## src/core/ibuf_pkg.sv

```systemverilog
// Package with register map, pointer widths and carrier structs for the shared buffer
package ibuf_pkg;
    localparam int PTR_W = 5;
    localparam int DATA_W = 8;
    localparam int DEPTH = 32;
    localparam logic [4:0] PTR_LAST = 5'h1f;
    localparam logic [4:0] PTR_RST = 5'h00;
    localparam logic [7:0] DATA_RST = 8'h00;
    localparam logic [7:0] ADDR_BUS_CP = 8'hcc;
    localparam logic [7:0] ADDR_LOC_BP = 8'hcd;
    localparam logic [7:0] ADDR_LOC_CP = 8'hce;
    localparam logic [7:0] ADDR_WINDOW = 8'hcf;
    localparam int FIFO_DEPTH = 8;

    // Byte-level events from the bus protocol engine
    typedef struct packed {
        logic start;
        logic base_load;
        logic [4:0] base;
        logic wr_byte;
        logic rd_byte;
        logic [7:0] wdata;
    } ibuf_bus_ev_t;

    // Local register access
    typedef struct packed {
        logic wr;
        logic rd;
        logic [7:0] addr;
        logic [7:0] wdata;
    } ibuf_cpu_req_t;
endpackage : ibuf_pkg

```

## src/core/ibuf_fifo.sv

```systemverilog
// Parameterised valid/ready FIFO built from flip-flops
`timescale 1ns/1ns
module ibuf_fifo #(
    parameter int WIDTH = 8,
    parameter int DEPTH = 8
) (
    // Clock and reset
    input wire logic clk,
    input wire logic rst_b,
    // Fill side
    input wire logic in_valid,
    output logic in_ready,
    input wire logic [WIDTH-1:0] in_data,
    // Drain side
    output logic out_valid,
    input wire logic out_ready,
    output logic [WIDTH-1:0] out_data
);
    localparam int AW = $clog2(DEPTH);
    logic [WIDTH-1:0] mem [DEPTH];
    logic [AW-1:0] wr_ptr;
    logic [AW-1:0] rd_ptr;
    logic [AW:0] count;
    logic [AW:0] next_count;
    logic push;
    logic pop;

    // Ready is registered from the next fill level so the fill side sees a flop
    assign next_count = count + (AW+1)'(push) - (AW+1)'(pop);
    assign out_valid = (count != '0);
    assign out_data = mem[rd_ptr];
    assign push = in_valid && in_ready;
    assign pop = out_valid && out_ready;

    // Storage write
    always_ff @(posedge clk) begin
        if (push) begin
            mem[wr_ptr] <= in_data;
        end
    end

    // Pointers and fill level
    always_ff @(posedge clk) begin
        if (!rst_b) begin
            wr_ptr <= '0;
            rd_ptr <= '0;
            count <= '0;
            in_ready <= 1'b1;
        end else begin
            if (push) begin
                wr_ptr <= (wr_ptr == AW'(DEPTH-1)) ? '0 : wr_ptr + 1'b1;
            end
            if (pop) begin
                rd_ptr <= (rd_ptr == AW'(DEPTH-1)) ? '0 : rd_ptr + 1'b1;
            end
            count <= next_count;
            in_ready <= (next_count != (AW+1)'(DEPTH));
        end
    end
endmodule : ibuf_fifo

```

## src/core/ibuf_ram.sv

```systemverilog
// Dual-access 32x8 buffer storage with independent bus and local ports
`timescale 1ns/1ns
module ibuf_ram #(
    parameter int DEPTH = 32,
    parameter int AW = 5,
    parameter int DW = 8
) (
    // Clock
    input wire logic clk,
    // Bus-side port
    input wire logic a_we,
    input wire logic [AW-1:0] a_addr,
    input wire logic [DW-1:0] a_wdata,
    output logic [DW-1:0] a_rdata,
    // Local-side port
    input wire logic b_we,
    input wire logic [AW-1:0] b_addr,
    input wire logic [DW-1:0] b_wdata,
    output logic [DW-1:0] b_rdata
);
    logic [DW-1:0] mem [DEPTH];

    // Unwritten entries have no reset, contents are undefined until written
    assign a_rdata = mem[a_addr];
    assign b_rdata = mem[b_addr];

    // Per-entry write; local side wins a same-cycle collision
    genvar gi;
    for (gi = 0; gi < DEPTH; gi++) begin : g_ent
        always_ff @(posedge clk) begin
            if (b_we && b_addr == AW'(gi)) begin
                mem[gi] <= b_wdata;
            end else if (a_we && a_addr == AW'(gi)) begin
                mem[gi] <= a_wdata;
            end
        end
    end
endmodule : ibuf_ram

```

## src/core/ibuf_top.sv

```systemverilog
// Shared I2C slave data buffer with bus-side and local-side pointer pairs
`timescale 1ns/1ns
// Behaviour
// - Bus current pointer loads with the bus base pointer, same value, same time.
// - Bus current pointer steps by one after each completed data byte.
// - Bus current pointer saturates at 31, never wraps.
// - Bus reads and writes use the entry at the bus current pointer.
// - Every start condition reloads bus current pointer from bus base pointer.
// - Local base pointer changes only by local register writes; firmware sets it.
// - Writing local base pointer also loads the local current pointer.
// - Local current pointer wraps from 31 to zero.
// - Each window read or write advances the local current pointer.
// - Window read returns the byte at the local current pointer.
// - Window write stores the byte at the local current pointer.
// - Never-written entries read undefined.
// - Bus current pointer is read-only to the local side.
// - First master-write byte sets the bus base pointer; later bytes fill buffer.
// - Bus base pointer changes only at start of a master write.
module ibuf_top #(
    parameter int FIFO_DEPTH = ibuf_pkg::FIFO_DEPTH
) (
    // Clock and reset
    input wire logic clk,
    input wire logic rst_b,
    // Bus protocol engine events
    input wire ibuf_pkg::ibuf_bus_ev_t bus_ev,
    output logic bus_ev_ready,
    output logic [7:0] bus_rdata,
    output logic [4:0] bus_base,
    // Local register port
    input wire ibuf_pkg::ibuf_cpu_req_t cpu_req,
    output logic [7:0] cpu_rdata,
    output logic cpu_rvalid
);
    localparam int AW = ibuf_pkg::PTR_W;
    localparam int DW = ibuf_pkg::DATA_W;

    logic [4:0] bus_bp;
    logic [4:0] bus_cp;
    logic [4:0] loc_bp;
    logic [4:0] loc_cp;
    logic [DW-1:0] ram_a_rdata;
    logic [DW-1:0] ram_b_rdata;
    logic fifo_valid;
    logic [DW-1:0] fifo_data;
    logic ram_a_we;
    logic win_wr;
    logic win_rd;
    logic loc_bp_wr;
    logic cp_adv;
    logic start_seen;

    // Local register decode
    assign win_wr = cpu_req.wr && cpu_req.addr == ibuf_pkg::ADDR_WINDOW;
    assign win_rd = cpu_req.rd && cpu_req.addr == ibuf_pkg::ADDR_WINDOW;
    assign loc_bp_wr = cpu_req.wr && cpu_req.addr == ibuf_pkg::ADDR_LOC_BP;

    // Master write bytes queue through the FIFO; nothing holds a start until it drains, so
    // queued bytes can land at the reloaded pointer instead of the one they were addressed to
    ibuf_fifo #(.WIDTH(DW), .DEPTH(FIFO_DEPTH)) u_fifo (
        .clk(clk),
        .rst_b(rst_b),
        .in_valid(bus_ev.wr_byte),
        .in_ready(bus_ev_ready),
        .in_data(bus_ev.wdata),
        .out_valid(fifo_valid),
        .out_ready(1'b1),
        .out_data(fifo_data)
    );

    assign ram_a_we = fifo_valid;
    assign cp_adv = fifo_valid || bus_ev.rd_byte;

    // One storage array, each side through its own pointer pair
    ibuf_ram #(.DEPTH(ibuf_pkg::DEPTH), .AW(AW), .DW(DW)) u_ram (
        .clk(clk),
        .a_we(ram_a_we),
        .a_addr(bus_cp),
        .a_wdata(fifo_data),
        .a_rdata(ram_a_rdata),
        .b_we(win_wr),
        .b_addr(loc_cp),
        .b_wdata(cpu_req.wdata),
        .b_rdata(ram_b_rdata)
    );

    // Bus base pointer, only at the head of a master write
    always_ff @(posedge clk) begin
        if (!rst_b) begin
            bus_bp <= ibuf_pkg::PTR_RST;
        end else if (bus_ev.base_load) begin
            bus_bp <= bus_ev.base;
        end
    end

    // Bus current pointer: reload beats advance
    always_ff @(posedge clk) begin
        if (!rst_b) begin
            bus_cp <= ibuf_pkg::PTR_RST;
        end else if (bus_ev.base_load) begin
            bus_cp <= bus_ev.base;
        end else if (bus_ev.start) begin
            bus_cp <= bus_bp;
        end else if (cp_adv && bus_cp != ibuf_pkg::PTR_LAST) begin
            bus_cp <= bus_cp + 5'h01;
        end
    end

    // Read data to the protocol engine, registered
    always_ff @(posedge clk) begin
        if (!rst_b) begin
            bus_rdata <= ibuf_pkg::DATA_RST;
            bus_base <= ibuf_pkg::PTR_RST;
        end else begin
            bus_rdata <= ram_a_rdata;
            bus_base <= bus_bp;
        end
    end

    // Local base pointer, written only by firmware
    always_ff @(posedge clk) begin
        if (!rst_b) begin
            loc_bp <= ibuf_pkg::PTR_RST;
        end else if (loc_bp_wr) begin
            loc_bp <= cpu_req.wdata[4:0];
        end
    end

    // Local current pointer wraps naturally on five bits
    always_ff @(posedge clk) begin
        if (!rst_b) begin
            loc_cp <= ibuf_pkg::PTR_RST;
        end else if (loc_bp_wr) begin
            loc_cp <= cpu_req.wdata[4:0];
        end else if (win_wr || win_rd) begin
            loc_cp <= loc_cp + 5'h01;
        end
    end

    // Register read mux; writes to read-only pointers are dropped
    always_ff @(posedge clk) begin
        if (!rst_b) begin
            cpu_rdata <= ibuf_pkg::DATA_RST;
            cpu_rvalid <= 1'b0;
        end else begin
            cpu_rvalid <= cpu_req.rd;
            case (cpu_req.addr)
                ibuf_pkg::ADDR_BUS_CP: cpu_rdata <= {3'h0, bus_cp};
                ibuf_pkg::ADDR_LOC_BP: cpu_rdata <= {3'h0, loc_bp};
                ibuf_pkg::ADDR_LOC_CP: cpu_rdata <= {3'h0, loc_cp};
                ibuf_pkg::ADDR_WINDOW: cpu_rdata <= ram_b_rdata;
                default: cpu_rdata <= 8'h00;
            endcase
        end
    end

    // Helper for start-to-reload check
    assign start_seen = bus_ev.start && !bus_ev.base_load;

    // Shadow of the last window write, for the write-then-read check
    logic shadow_vld;
    logic [4:0] shadow_addr;
    logic [7:0] shadow_data;

    // A bus write to the shadowed entry spoils it; a same-cycle local write wins
    always_ff @(posedge clk) begin
        if (!rst_b) begin
            shadow_vld <= 1'b0;
            shadow_addr <= ibuf_pkg::PTR_RST;
            shadow_data <= ibuf_pkg::DATA_RST;
        end else if (win_wr) begin
            shadow_vld <= 1'b1;
            shadow_addr <= loc_cp;
            shadow_data <= cpu_req.wdata;
        end else if (ram_a_we && bus_cp == shadow_addr) begin
            shadow_vld <= 1'b0;
        end
    end

    // Assertions
    AST_CP_LOAD: assert property (@(posedge clk) disable iff (!rst_b)
        bus_ev.base_load |=> bus_cp == $past(bus_ev.base))
        else $error("bus current pointer did not load with base");
    AST_CP_INC: assert property (@(posedge clk) disable iff (!rst_b)
        (cp_adv && !bus_ev.base_load && !bus_ev.start && bus_cp != 5'h1f)
        |=> bus_cp == $past(bus_cp) + 5'h01)
        else $error("bus current pointer did not advance");
    AST_CP_SAT: assert property (@(posedge clk) disable iff (!rst_b)
        (bus_cp == 5'h1f && !bus_ev.base_load && !bus_ev.start) |=> bus_cp == 5'h1f)
        else $error("bus current pointer left 31");
    AST_CP_START: assert property (@(posedge clk) disable iff (!rst_b)
        start_seen |=> bus_cp == $past(bus_bp))
        else $error("start did not reload bus current pointer");
    AST_BP_HOLD: assert property (@(posedge clk) disable iff (!rst_b)
        !bus_ev.base_load |=> $stable(bus_bp))
        else $error("bus base pointer changed outside a write head");
    AST_LBP_HOLD: assert property (@(posedge clk) disable iff (!rst_b)
        !loc_bp_wr |=> $stable(loc_bp))
        else $error("local base pointer changed without a write");
    AST_LCP_LOAD: assert property (@(posedge clk) disable iff (!rst_b)
        loc_bp_wr |=> loc_cp == $past(cpu_req.wdata[4:0]))
        else $error("local current pointer not loaded with base");
    AST_LCP_WRAP: assert property (@(posedge clk) disable iff (!rst_b)
        ((win_rd || win_wr) && !loc_bp_wr && loc_cp == 5'h1f) |=> loc_cp == 5'h00)
        else $error("local current pointer did not wrap");
    AST_LCP_INC: assert property (@(posedge clk) disable iff (!rst_b)
        ((win_rd || win_wr) && !loc_bp_wr) |=> loc_cp == $past(loc_cp) + 5'h01)
        else $error("window access did not advance pointer");
    AST_WIN_RD: assert property (@(posedge clk) disable iff (!rst_b)
        win_rd |=> cpu_rdata == $past(ram_b_rdata) && cpu_rvalid)
        else $error("window read returned wrong byte");
    AST_WIN_WR: assert property (@(posedge clk) disable iff (!rst_b)
        (win_rd && !win_wr && shadow_vld && loc_cp == shadow_addr)
        |=> cpu_rdata == $past(shadow_data))
        else $error("window write not stored at pointer");
    AST_CP_RO: assert property (@(posedge clk) disable iff (!rst_b)
        (cpu_req.wr && cpu_req.addr == 8'hcc && !cp_adv && !bus_ev.base_load && !bus_ev.start)
        |=> $stable(bus_cp))
        else $error("local write changed bus current pointer");

    COV_START: cover property (@(posedge clk) disable iff (!rst_b) start_seen);
    COV_SAT: cover property (@(posedge clk) disable iff (!rst_b) bus_cp == 5'h1f && cp_adv);
    COV_WRAP: cover property (@(posedge clk) disable iff (!rst_b) loc_cp == 5'h1f && win_rd);
    COV_FILL_DRAIN: cover property (@(posedge clk) disable iff (!rst_b)
        fifo_valid && bus_ev.wr_byte);
endmodule : ibuf_top

```

## config.mk

```make
export PLATFORM = sky130hd
export DESIGN_NAME = ibuf_top
export DESIGN_NICKNAME = d
export VERILOG_FILES = /design/src/core/ibuf_pkg.sv /design/src/core/ibuf_fifo.sv /design/src/core/ibuf_ram.sv /design/src/core/ibuf_top.sv
export SDC_FILE = /design/constraint.sdc
export NUM_CORES = 1
export LEC_CHECK = 0
export CAP_MARGIN = 0
export CORE_MARGIN = 3
export CORE_UTILIZATION = 30
export DETAILED_ROUTE_END_ITERATION = 7
export DONT_BUFFER_PORTS = 1
export SLEW_MARGIN = 25
export SYNTH_ARGS = -nofsm -noshare
export SYNTH_HDL_FRONTEND = slang
export SYNTH_HIERARCHICAL = 1
export SYNTH_SLANG_ARGS = --single-unit
```

## constraint.sdc

```tcl
create_clock -name clk -period 2.3 [get_ports clk]
set_input_delay 0.23 -clock clk [delete_from_list [all_inputs] [get_ports clk]]
set_output_delay 0.23 -clock clk [all_outputs]
set_load 0.01 [all_outputs]
```

==> summary.md, run 1 <==
| Metric | Value |
|---|---|
| R2R depth | `8` |
| Routed WL | `69.54 mm` |
| Total GRT Usage | `18.39%` |
| Top FF cell, synth | `edfxtp_1` |
| Synth Area in XOR/XNOR | `0.2085%` |
| WS Path Type | `reg -> reg` |
| Status | `finished, violations left` |
| Worst Setup SP | `loc_cp[1]$_SDFFE_PN0P_` |
| Area of the multi-input gates | `10310 um2` |
| Slew Viols, Final | `0` |
| Dpl ws | `-0.3527 ns` |
| PortBufs | `0` |
| Arrival time worst endpoint | `2.92 ns` |
| R2R Path Start | `loc_cp[1]$_SDFFE_PN0P_` |
| Setup crit end | `cpu_rdata[4]$_SDFF_PN0_` |
| Fmax | `405.5 MHz` |
| CP Buf/Inv Count | `3` |
| DR WL/cell | `26.39 um` |
| Initial core utilization | `30.46%` |
| Worst path max stage delay | `0.50 ns` |
| Sequential area share after synthesis | `51.09%` |
| DIE WIDTH | `270.6 um` |
| Deepest level of the CTS H-tree | `2` |
| Final Hold Viols | `0` |
| Failing checks | `negative setup slack` |
| Vias per cell | `5.456` |
| Hold Path Stages | `3` |
| Filler instances | `6461` |
| Final #Nets | `1716` |
| Leak | `9.245 nW` |
| Hold crit path type | `in -> reg` |
| Setup TNS | `-1.004 ns` |
| GR Overflow Total | `0` |
| Least-Margin Pin Slew | `0.6046 ns` |
| Setup slack, reg-to-reg | `-0.17 ns` |
| Die height | `270.6 um` |
| Max VDD drop | `0.7935 mV` |
| DR DRC count | `0` |
| Num CTS Buffers | `43` |
| Seq cells post-synth | `376` |
| Worst skew pair latency | `0.58 ns` |
| Delay-heaviest family, CP | `multiplexers` |
| Final core utilization | `39.08%` |
| Max FO, Critical Path | `8` |
| First DRT Iteration DRCs | `1324` |
| Max-Cap Viols | `0` |
| Critical-path top delay cell | `dfxtp_4` |
| Warnings, synthesis | `6` |
| Core Area | `68950 um2` |
| Clk sink count | `376` |
| Pre-antenna DRT Iters | `7` |
| DPL Wire Length | `46.37 mm` |
| Final Cycle Share | `107.2%` |
| Die footprint | `73220 um2` |
| Setup repair after global routing missed its margin | `true` |
| Fraction of the mapped netlist area in adder cells | `0.7506%` |
| Row cnt | `96` |
| Yosys cell types | `68` |
| Share of cells above drive strength 1 | `47.00%` |
| Gpl congestion | `0.9381` |
| Commonest non-fill, non-tap cell in the layout | `edfxtp_1` |
| # setup viols final | `31` |
| Detail Route Antenna Nets | `0` |
| Pwr/cell area | `759.5 nW/um2` |
| CP Depth | `8` |
| Cell Area, Synth | `21000 um2` |
| Post-Syn Instances | `1445` |
| Synth Area in Simple Gates | `6.952%` |
| Worst-path clk slew | `0.06 ns` |
| Mux cell area share after synthesis | `32.44%` |
| Layout area overhead | `28.30%` |
| Final min period | `2.466 ns` |
| First-pass GRT wire length | `100.2 mm` |
| Fin worst setup slack | `-0.1663 ns` |
| TritonCTS clock tree | `yes` |
| Top-Level Pins | `60` |
| Synth Area in Compound Gates | `5.242%` |
| Clock tree buffer depth | `3` |
| Data required time of the worst path | `2.75 ns` |
| Clk_skew | `0.03255 ns` |
| Commonest cells after routing, fill and taps aside | `edfxtp_1 (320), buf_4 (193), mux2_2 (188), mux2i_1 (110), mux4_2 (93)` |
| Via count | `14380` |
| Largest net degree at the start of global routing | `39` |
| Worst slew margin | `59.56%` |
| Critical path launch point type | `register` |
| Storage cell area | `10750 um2` |
| Initial antenna violation count | `1` |
| Asr flop ratio synth | `0%` |
| Mean Syn Cell Area | `14.54 um2` |
| RR Endpoint | `cpu_rdata[4]$_SDFF_PN0_` |
| Vias in the first global route | `14600` |
| Largest family of logic cells by synthesized area | `multiplexers` |
| Root Buffer | `clkbuf_16` |
| Number of flops mapped to enable cells by yosys | `320` |
| Worst path cell trace | `buf_12, buf_12, mux4_2, mux2i_1, buf_4, a221oi_2, mux4_2, nor2b_4` |
| Crit path capture type | `register` |
## layer usage
metal | global-route usage [%] | share of wire, %
met3 | 3.441 | 7.8
met4 | 4.018 | 2.5
met5 | 0 | 0
met2 | 29.76 | 46
met1 | 25.70 | 44
## power breakdown
| group | internal, W | switching (W) |
|---|---|---|
| sequential | 0.00779 | 0.000208 |
| clock | 0.00420 | 0.00291 |
| combinational | 0.00236 | 0.00301 |
## worst min-delay path: stages
cell      delay [ns]
and3_1          0.14
a221oi_1        0.05
a21oi_1         0.15
## timing repair
| action | 4_1_cts | 5_1_grt |
|---|---|---|
| pin swaps | 15 | 23 |
| buffers inserted | 13 | 23 |
| setup endpoints to repair | 212 | 202 |
| hold endpoints to repair | 376 | 0 |
| hold buffers | 34 | 0 |
| resized for setup | 66 | 106 |
| cloned | 0 | 4 |
## through the flow
step | area (um2) | hold slack [ns] | power [W] | cells
2_1_floorplan | 21050 | 0.3289 | 0.01062 | 1446
3_3_place_gp | 23860 | 0.3292 | 0.01253 | 2484
3_5_place_dp | 23860 | 0.3292 | 0.01263 | 2484
4_1_cts | 26220 | 0.01471 | 0.02022 | 2609
5_1_grt | 26940 | 0.04951 | 0.02120 | 2633
6_report | 26950 | 0.03312 | 0.02047 | 2635
## sequential cells by signal, indices dropped and copies added (netlist names), 4 cells and up, named ones only
| signal | cells |
|---|---|
| cpu_rdata | 8 |
| loc_cp | 5 |
| u_fifo/mem | 64 |
| bus_rdata | 8 |
| bus_base | 5 |
| bus_cp | 5 |
| u_ram/mem | 256 |
| loc_bp | 5 |
| bus_bp | 5 |
| u_fifo/count | 4 |
## synth_stat cells (all sizes together) (21+ instances only)
master	n	area [um2]
mux2	275	3097
nand2	90	340.3
mux2i	125	1251
and2	21	131.4
mux4	107	2466
o22ai	26	162.7
clkbuf	62	232.7
buf	59	426.7
a21oi	24	217.7
edfxtp	320	9609
nand3	38	280.3
o21ai	30	157.7
nor2	56	235.2
dfxtp	56	1121
## layout make-up
cell class | instances | share of cell area [%]
antenna | 2 | 0.01857
clock inverter | 25 | 1.045
inverter | 9 | 0.1254
clock buffer | 55 | 4.351
tap | 931 | 4.323
timing repair buffer | 297 | 11.96
sequential | 376 | 39.90
multi-input combinational | 940 | 38.28
## logic make-up (layout without fill, tap and decap cells)
kind of cell,Yosys count,count (layout)
buf+inv,130,386
other cells,1,4
simple gates,269,269
mux,507,507
compound gates,145,145
fa+ha+maj,12,12
xor+xnor,5,5
flops,376,376
## how the worst min path moves through the flow
stage               start                          to  slack [ns]
2_1_floorplan   bus_ev[0]  u_fifo/mem[0][0]$_DFFE_PP_        0.33
3_3_place_gp    bus_ev[5]  u_fifo/mem[1][5]$_DFFE_PP_        0.33
3_5_place_dp    bus_ev[5]  u_fifo/mem[1][5]$_DFFE_PP_        0.33
4_1_cts        bus_ev[16]      bus_cp[3]$_SDFFE_PN0P_        0.01
5_1_grt        bus_ev[16]      bus_cp[3]$_SDFFE_PN0P_        0.05
6_report       bus_ev[16]      bus_cp[3]$_SDFFE_PN0P_        0.03
No activity file was read; power rests on OpenSTA's default activity.
==> inputs of run 2 (changes only) <==
--- a/config.mk
+++ b/config.mk
@@ -7,9 +7,10 @@
 export LEC_CHECK = 0
 export CAP_MARGIN = 0
 export CORE_MARGIN = 3
-export CORE_UTILIZATION = 30
+export CORE_UTILIZATION = 58
 export DETAILED_ROUTE_END_ITERATION = 7
 export DONT_BUFFER_PORTS = 1
+export PLACE_DENSITY = 0.76
 export SLEW_MARGIN = 25
 export SYNTH_ARGS = -nofsm -noshare
 export SYNTH_HDL_FRONTEND = slang
==> run 2 against run 1 <==
  * The run still ends with negative setup slack left
  * Flip-flop and latch count unchanged
  * Clock power down 3.8%
  * Cell count down 17%
  * Utilization up 36 points
  * Clock skew down 0.020 ns
  * Critical path depth up 1
  * Critical path type unchanged
  * Setup slack better by 0.0046 ns
  * Non-clock buffer count up 21
  * Power about the same
  * Clock-buffer cell count down 4
==> summary.md, run 2 (synthesized netlist as in run 1, its figures left out) <==
| Metric | Value |
|---|---|
| Share of cells above drive strength 1 | `50.47% (+3.5 points)` |
| Detail Route Antenna Nets | `0 (unchanged)` |
| Status | `finished, violations left` |
| Critical-path top delay cell | `mux4_2` |
| Slew Viols, Final | `0 (unchanged)` |
| DIE WIDTH | `196.3 um (-27%)` |
| Commonest cells after routing, fill and taps aside | `edfxtp_1 (320), buf_4 (200), mux2_4 (138), mux2_2 (128), mux2i_1 (113)` |
| TritonCTS clock tree | `yes` |
| Max reg flops | `256 (unchanged)` |
| Total GRT Usage | `34.47% (+16 points)` |
| Vias in the first global route | `14670 (+0.49%)` |
| Pre-antenna DRT Iters | `5 (-2)` |
| Worst skew pair latency | `0.57 ns (about the same)` |
| Fin worst setup slack | `-0.1617 ns (+0.004624 ns)` |
| Final #Nets | `1735 (+1.1%)` |
| Clk sink count | `376 (unchanged)` |
| Clock tree buffer depth | `3 (unchanged)` |
| DR DRC count | `0 (unchanged)` |
| Die height | `196.3 um (-27%)` |
| Total Power | `0.02045 W (about the same)` |
| Initial core utilization | `58.91% (+28 points)` |
| Fmax | `406.2 MHz (+0.19%)` |
| Max VDD drop | `0.7635 mV (-3.8%)` |
| Data required time of the worst path | `2.75 ns (about the same)` |
| Critical path launch point type | `register` |
| Die footprint | `38530 um2 (-47%)` |
| Max FO, Critical Path | `8 (unchanged)` |
| Top reg by flops | `u_ram/mem` |
| Leak | `9.766 nW (+5.6%)` |
| First-pass GRT wire length | `97.77 mm (-2.4%)` |
| Num CTS Buffers | `41 (-4.7%)` |
| DR WL/cell | `31.48 um (+19%)` |
| Final min period | `2.462 ns (-0.004624 ns)` |
| Row cnt | `69 (-28%)` |
| Top-Level Pins | `60 (unchanged)` |
| Worst-path clk slew | `0.06 ns (about the same)` |
| Crit path capture type | `register` |
| Gpl congestion | `0.9854 (+5.0%)` |
| PortBufs | `0 (unchanged)` |
| Least-Margin Pin Slew | `0.6803 ns (+0.07578 ns)` |
| Failing checks | `negative setup slack` |
| Routed wl met2 | `33.36 mm (+4.0%)` |
| Layout area overhead | `28.30% (about the same)` |
| Setup TNS | `-9.226 ns (-8.222 ns)` |
| Final Hold Viols | `0 (unchanged)` |
| CP Buf/Inv Count | `2 (-1)` |
| Root Buffer | `clkbuf_16` |
| Dpl ws | `-0.3355 ns (+0.01714 ns)` |
| Worst path max stage delay | `0.49 ns (about the same)` |
| GR Overflow Total | `0 (unchanged)` |
| Core Area | `35660 um2 (-48%)` |
| Deepest level of the CTS H-tree | `2 (unchanged)` |
| Via count | `15060 (+4.8%)` |
| Max-Cap Viols | `0 (unchanged)` |
| Delay-heaviest family, CP | `multiplexers` |
| Worst path cell trace | `buf_6, mux4_2, mux2i_1, nor2_2, a2111oi_4, buf_4, nor2_1, mux4_2, nor2b_4` |
| Vias per cell | `6.900 (+26%)` |
| DPL Wire Length | `43.78 mm (-5.6%)` |
| Final Cycle Share | `107.0% (-0.20 points)` |
| Clk_skew | `0.01287 ns (-0.01968 ns)` |
| # setup viols final | `169 (+450%)` |
| Regs by FF count | `u_ram/mem (256), u_fifo/mem (64)` |
| Hold crit path type | `in -> reg` |
| CP most frequent cell | `mux4_2` |
| Worst slew margin | `54.55% (-5.0 points)` |
| Top Layer Used | `met4` |
| Arrival time worst endpoint | `2.91 ns (about the same)` |
| Largest net degree at the start of global routing | `40 (+2.6%)` |
| Initial antenna violation count | `1 (unchanged)` |
| Pwr/cell area | `758.9 nW/um2 (about the same)` |
| Routed WL | `68.72 mm (-1.2%)` |
| Commonest non-fill, non-tap cell in the layout | `edfxtp_1` |
| First DRT Iteration DRCs | `1804 (+36%)` |
| Setup repair after global routing missed its margin | `true` |
| Met3 WL | `6.862 mm (+26%)` |
| WS Path Type | `reg -> reg` |
| WL met1 | `25.71 mm (-15%)` |
## run 2: cell types whose count changed in the layout (fill, tap and decap cells not counted), moves of 7 or more
cell | previous run | this run
mux2_4 | 36 | 138
buf_4 | 193 | 200
nand2_2 | 3 | 11
nand2_1 | 84 | 72
buf_6 | 8 | 27
mux2_2 | 188 | 128
mux2_1 | 51 | 9
## run 2: per-layer routing
metal  GRT usage [%]  vias up
met4           11.33        0
met1           46.82     7727
met3           5.856      179
met2           57.30      947
met5               0        -
li1                -     6210
## run 2: where the power goes
group	internal, W	leakage [nW]	switching [W]
Clock	0.00405	0.679	0.00279
Combinational	0.00255	5.73	0.00303
Sequential	0.00779	3.35	0.000238
## run 2: what timing repair did
item / 4_1_cts / 5_1_grt
pin swaps: 13 / 41
setup buffers: 14 / 43
gates cloned: 2 / 4
resized for setup: 81 / 258
setup endpoints to repair: 311 / 271
hold buffers: 35 / 0
hold endpoints to repair: 375 / 0
## run 2: final cells by class
| cell class | count | area [um2] |
|---|---|---|
| flip-flops and latches | 376 | 10750 |
| fillers | 2087 | 8707 |
| multi-input cells | 940 | 10820 |
| clock inverters | 24 | 256.5 |
| well taps | 461 | 576.8 |
| repair buffers | 318 | 3372 |
| diodes | 4 | 10.01 |
| clock buffers | 51 | 1126 |
| inverters | 9 | 38.79 |
## run 2: worst reg2reg max path: cells and delay by family, from the launching register on
family / cells / cell delay [ns]
DFF: 1 / 0.44
buffers and inverters: 2 / 0.30
and+or+nand+nor: 3 / 0.27
AOI/OAI and AO/OA: 1 / 0.20
muxes: 3 / 1.14
## run 2: worst paths after layout
check                          from                      end  slack, ns  cells after the start
max reg2reg  loc_cp[0]$_SDFFE_PN0P_  cpu_rdata[1]$_SDFF_PN0_      -0.16                      9
min reg2reg  bus_bp[4]$_SDFFE_PN0P_   bus_bp[4]$_SDFFE_PN0P_       0.48                      2
min                      cpu_req[8]  cpu_rdata[1]$_SDFF_PN0_       0.02                      2
max          loc_cp[0]$_SDFFE_PN0P_  cpu_rdata[1]$_SDFF_PN0_      -0.16                      9
## run 2: stage by stage
step	hold WS (ns)	cell area [um2]	util [%]	cells
floorplan	0.3289	21050	-	1446
global placement	0.3291	23190	65.05	2019
detailed placement	0.3292	23190	65.05	2019
CTS	0.004726	25600	71.80	2144
global route	0.02642	26940	75.57	2181
finish	0.02257	26950	75.58	2183
==> inputs of run 3 (changes only) <==
--- a/config.mk
+++ b/config.mk
@@ -7,10 +7,10 @@
 export LEC_CHECK = 0
 export CAP_MARGIN = 0
 export CORE_MARGIN = 3
-export CORE_UTILIZATION = 58
+export CORE_UTILIZATION = 55
 export DETAILED_ROUTE_END_ITERATION = 7
 export DONT_BUFFER_PORTS = 1
-export PLACE_DENSITY = 0.76
+export PLACE_DENSITY = 0.73
 export SLEW_MARGIN = 25
 export SYNTH_ARGS = -nofsm -noshare
 export SYNTH_HDL_FRONTEND = slang
==> run 3 against run 2 <==
  * The run still ends with negative setup slack left
  * Worst hold slack barely moved
  * Via count decreased by 2.1%
  * Clock-buffer cell count up 2
  * Fmax is 1.8% lower
  * Final area grew 0.43%
  * Routed wire length is 0.15% higher
  * Global-route usage shrank 1.7 points
  * Flip-flop and latch count stayed put
  * Power is 2.9% higher
  * Utilization shrank 2.7 points
==> summary.md, run 3 (synthesized netlist as in run 1, its figures left out) <==
| Metric | Value |
|---|---|
| Status | `finished, violations left` |
| Failing checks | `negative setup slack` |
| # setup viols final | `80 (-53%)` |
| DIE WIDTH | `201.4 um (+2.6%)` |
| Initial core utilization | `56.56% (-2.3 points)` |
| GR Overflow Total | `0 (unchanged)` |
| Row cnt | `70 (+1.4%)` |
| Data required time of the worst path | `2.63 ns (-0.12 ns)` |
| DPL Wire Length | `44.23 mm (+1.0%)` |
| Vias in the first global route | `14730 (+0.38%)` |
| Crit path capture type | `register` |
| Setup repair after global routing missed its margin | `true` |
| CP most frequent cell | `buf_12` |
| Core Area | `37140 um2 (+4.2%)` |
| Clk_skew | `0.01929 ns (+0.006421 ns)` |
| Least-Margin Pin Slew | `0.7264 ns (+0.04609 ns)` |
| Routed WL | `68.82 mm (+0.15%)` |
| Largest net degree at the start of global routing | `41 (+2.5%)` |
| Final Cycle Share | `109.0% (+2.0 points)` |
| Filler instances | `2341 (+12%)` |
| DR WL/cell | `31.11 um (-1.2%)` |
| Share of cells above drive strength 1 | `49.56% (-0.91 points)` |
| Final min period | `2.508 ns (+0.04597 ns)` |
| Hold Path Stages | `3 (+1)` |
| Die footprint | `40570 um2 (+5.3%)` |
| Worst path cell trace | `buf_12, buf_12, nor2_1, buf_4, nand2_1, nand3_2, mux2_2` |
| Hold crit path type | `in -> reg` |
| Clock tree buffer depth | `3 (unchanged)` |
| Max FO, Critical Path | `17 (+9)` |
| Worst slew margin | `51.39% (-3.2 points)` |
| Commonest non-fill, non-tap cell in the layout | `edfxtp_1` |
| Arrival time worst endpoint | `2.84 ns (-0.07 ns)` |
| Root Buffer | `clkbuf_16` |
| Dpl cells | `2050 (+1.5%)` |
| Deepest level of the CTS H-tree | `2 (unchanged)` |
| Fin Hold WS | `0.02256 ns (-0.000005000 ns)` |
| Via count | `14740 (-2.1%)` |
| CP Depth | `7 (-2)` |
| Max reg flops | `256 (unchanged)` |
| Total GRT Usage | `32.81% (-1.7 points)` |
| Fin worst setup slack | `-0.2077 ns (-0.04597 ns)` |
| Fmax | `398.8 MHz (-1.8%)` |
| Final Hold Viols | `0 (unchanged)` |
| Layout area overhead | `28.86%` |
| R2R depth | `7 (-2)` |
| Max-Cap Viols | `0 (unchanged)` |
| TritonCTS clock tree | `yes` |
| Pwr/cell area | `777.9 nW/um2 (+2.5%)` |
| WS Path Type | `reg -> reg` |
| Worst skew pair latency | `0.59 ns (+0.02 ns)` |
| Die height | `201.4 um (+2.6%)` |
| Initial antenna violation count | `0 (-1)` |
| Max VDD drop | `0.8049 mV (+5.4%)` |
| Gpl congestion | `0.9889 (+0.36%)` |
| Final #Nets | `1722 (-0.75%)` |
| Placed Area | `23180 um2 (about the same)` |
| Delay-heaviest family, CP | `simple AND/OR/NAND/NOR gates` |
| Cell area after layout | `27060 um2 (+0.43%)` |
| Area of the multi-input gates | `10800 um2 (-0.12%)` |
| Slew Viols, Final | `0 (unchanged)` |
| Num CTS Buffers | `43 (+4.9%)` |
| Regs by FF count | `u_ram/mem (256), u_fifo/mem (64)` |
| CP Buf/Inv Count | `3 (+1)` |
| Pre-antenna DRT Iters | `6 (+1)` |
| PortBufs | `0 (unchanged)` |
| Top-Level Pins | `60 (unchanged)` |
| First-pass GRT wire length | `98.17 mm (+0.40%)` |
| Clk sink count | `376 (unchanged)` |
| DR DRC count | `0 (unchanged)` |
| Detail Route Antenna Nets | `0 (unchanged)` |
| Vias per cell | `6.664 (-3.4%)` |
| Critical-path top delay cell | `nor2_1` |
| Storage cell area | `10750 um2 (about the same)` |
| Top reg by flops | `u_ram/mem` |
| Leak | `9.752 nW (-0.14%)` |
| Critical path launch point type | `register` |
| First DRT Iteration DRCs | `1539 (-15%)` |
| Worst path max stage delay | `0.56 ns (+0.07 ns)` |
| Worst-path clk slew | `0.06 ns (about the same)` |
| Commonest cells after routing, fill and taps aside | `edfxtp_1 (320), buf_4 (192), mux2_4 (143), mux2_2 (117), mux2i_1 (114)` |
| Cell Count, Final, Fillers Out | `2212 (+1.3%)` |
## run 3: changes by cell type in the layout (fill, tap and decap cells not counted), moves of 5 or more
cell,previous run,this run
buf_4,200,192
buf_6,27,16
clkinv_1,7,2
mux2_1,9,15
mux2_2,128,117
mux2_4,138,143
nand2_1,72,78
## run 3: path summary, 6_finish.rpt
check	to	slack [ns]	startpoint
max reg2reg	u_ram/mem[0][6]$_DFFE_PP_	-0.21	loc_cp[2]$_SDFFE_PN0P_
max	u_ram/mem[0][6]$_DFFE_PP_	-0.21	loc_cp[2]$_SDFFE_PN0P_
min reg2reg	bus_bp[1]$_SDFFE_PN0P_	0.49	bus_bp[1]$_SDFFE_PN0P_
min	bus_cp[3]$_SDFFE_PN0P_	0.02	bus_ev[16]
## run 3: tightest hold or removal path: stages
cell and delay [ns]:
and3_1 0.15, a221oi_1 0.05, a21oi_1 0.13
## run 3: where the power goes
| part | internal (W) | switching, W | total, W |
|---|---|---|---|
| clock network | 0.00458 | 0.00295 | 0.00752 |
| logic | 0.00251 | 0.00299 | 0.00550 |
| registers | 0.00779 | 0.000241 | 0.00803 |
| total | 0.0149 | 0.00618 | 0.0211 |
## run 3: cell type report
class / count / area share (%)
antenna: 1 / 0.009246
clock inverter: 26 / 1.373
timing repair buffer: 303 / 12.17
sequential: 376 / 39.72
inverter: 9 / 0.1341
clock buffer: 53 / 4.346
tap: 504 / 2.330
multi-input combinational: 940 / 39.92
## run 3: repair_timing
action,CTS,global route
cloned,3,3
setup buffers,24,24
hold buffers,35,0
pin swaps,18,29
resized for setup,82,231
setup endpoints to repair,186,250
hold endpoints to repair,376,0
## run 3: routing by layer
| layer | up-vias | GRT usage (%) | share of wire (%) |
|---|---|---|---|
| met5 | - | 0 | 0 |
| met4 | 0 | 11.16 | 4.0 |
| met3 | 178 | 8.704 | 11 |
| met2 | 890 | 52.90 | 48 |
| met1 | 7483 | 43.56 | 38 |
| li1 | 6189 | - | - |
## run 3: stage by stage
| step | total power (W) | utilization (%) | worst slack [ns] | setup TNS, ns |
|---|---|---|---|---|
| finish | 0.02105 | 72.88 | -0.2077 | -6.220 |
| global route | 0.02166 | 72.87 | -0.2420 | -12.16 |
| CTS | 0.02039 | 69.56 | -0.1036 | -1.799 |
| detailed placement | 0.01250 | 62.42 | -0.3751 | -12.69 |
| global placement | 0.01238 | 62.42 | -0.3106 | -11.69 |
| floorplan | 0.01062 | - | -0.07875 | -0.1575 |
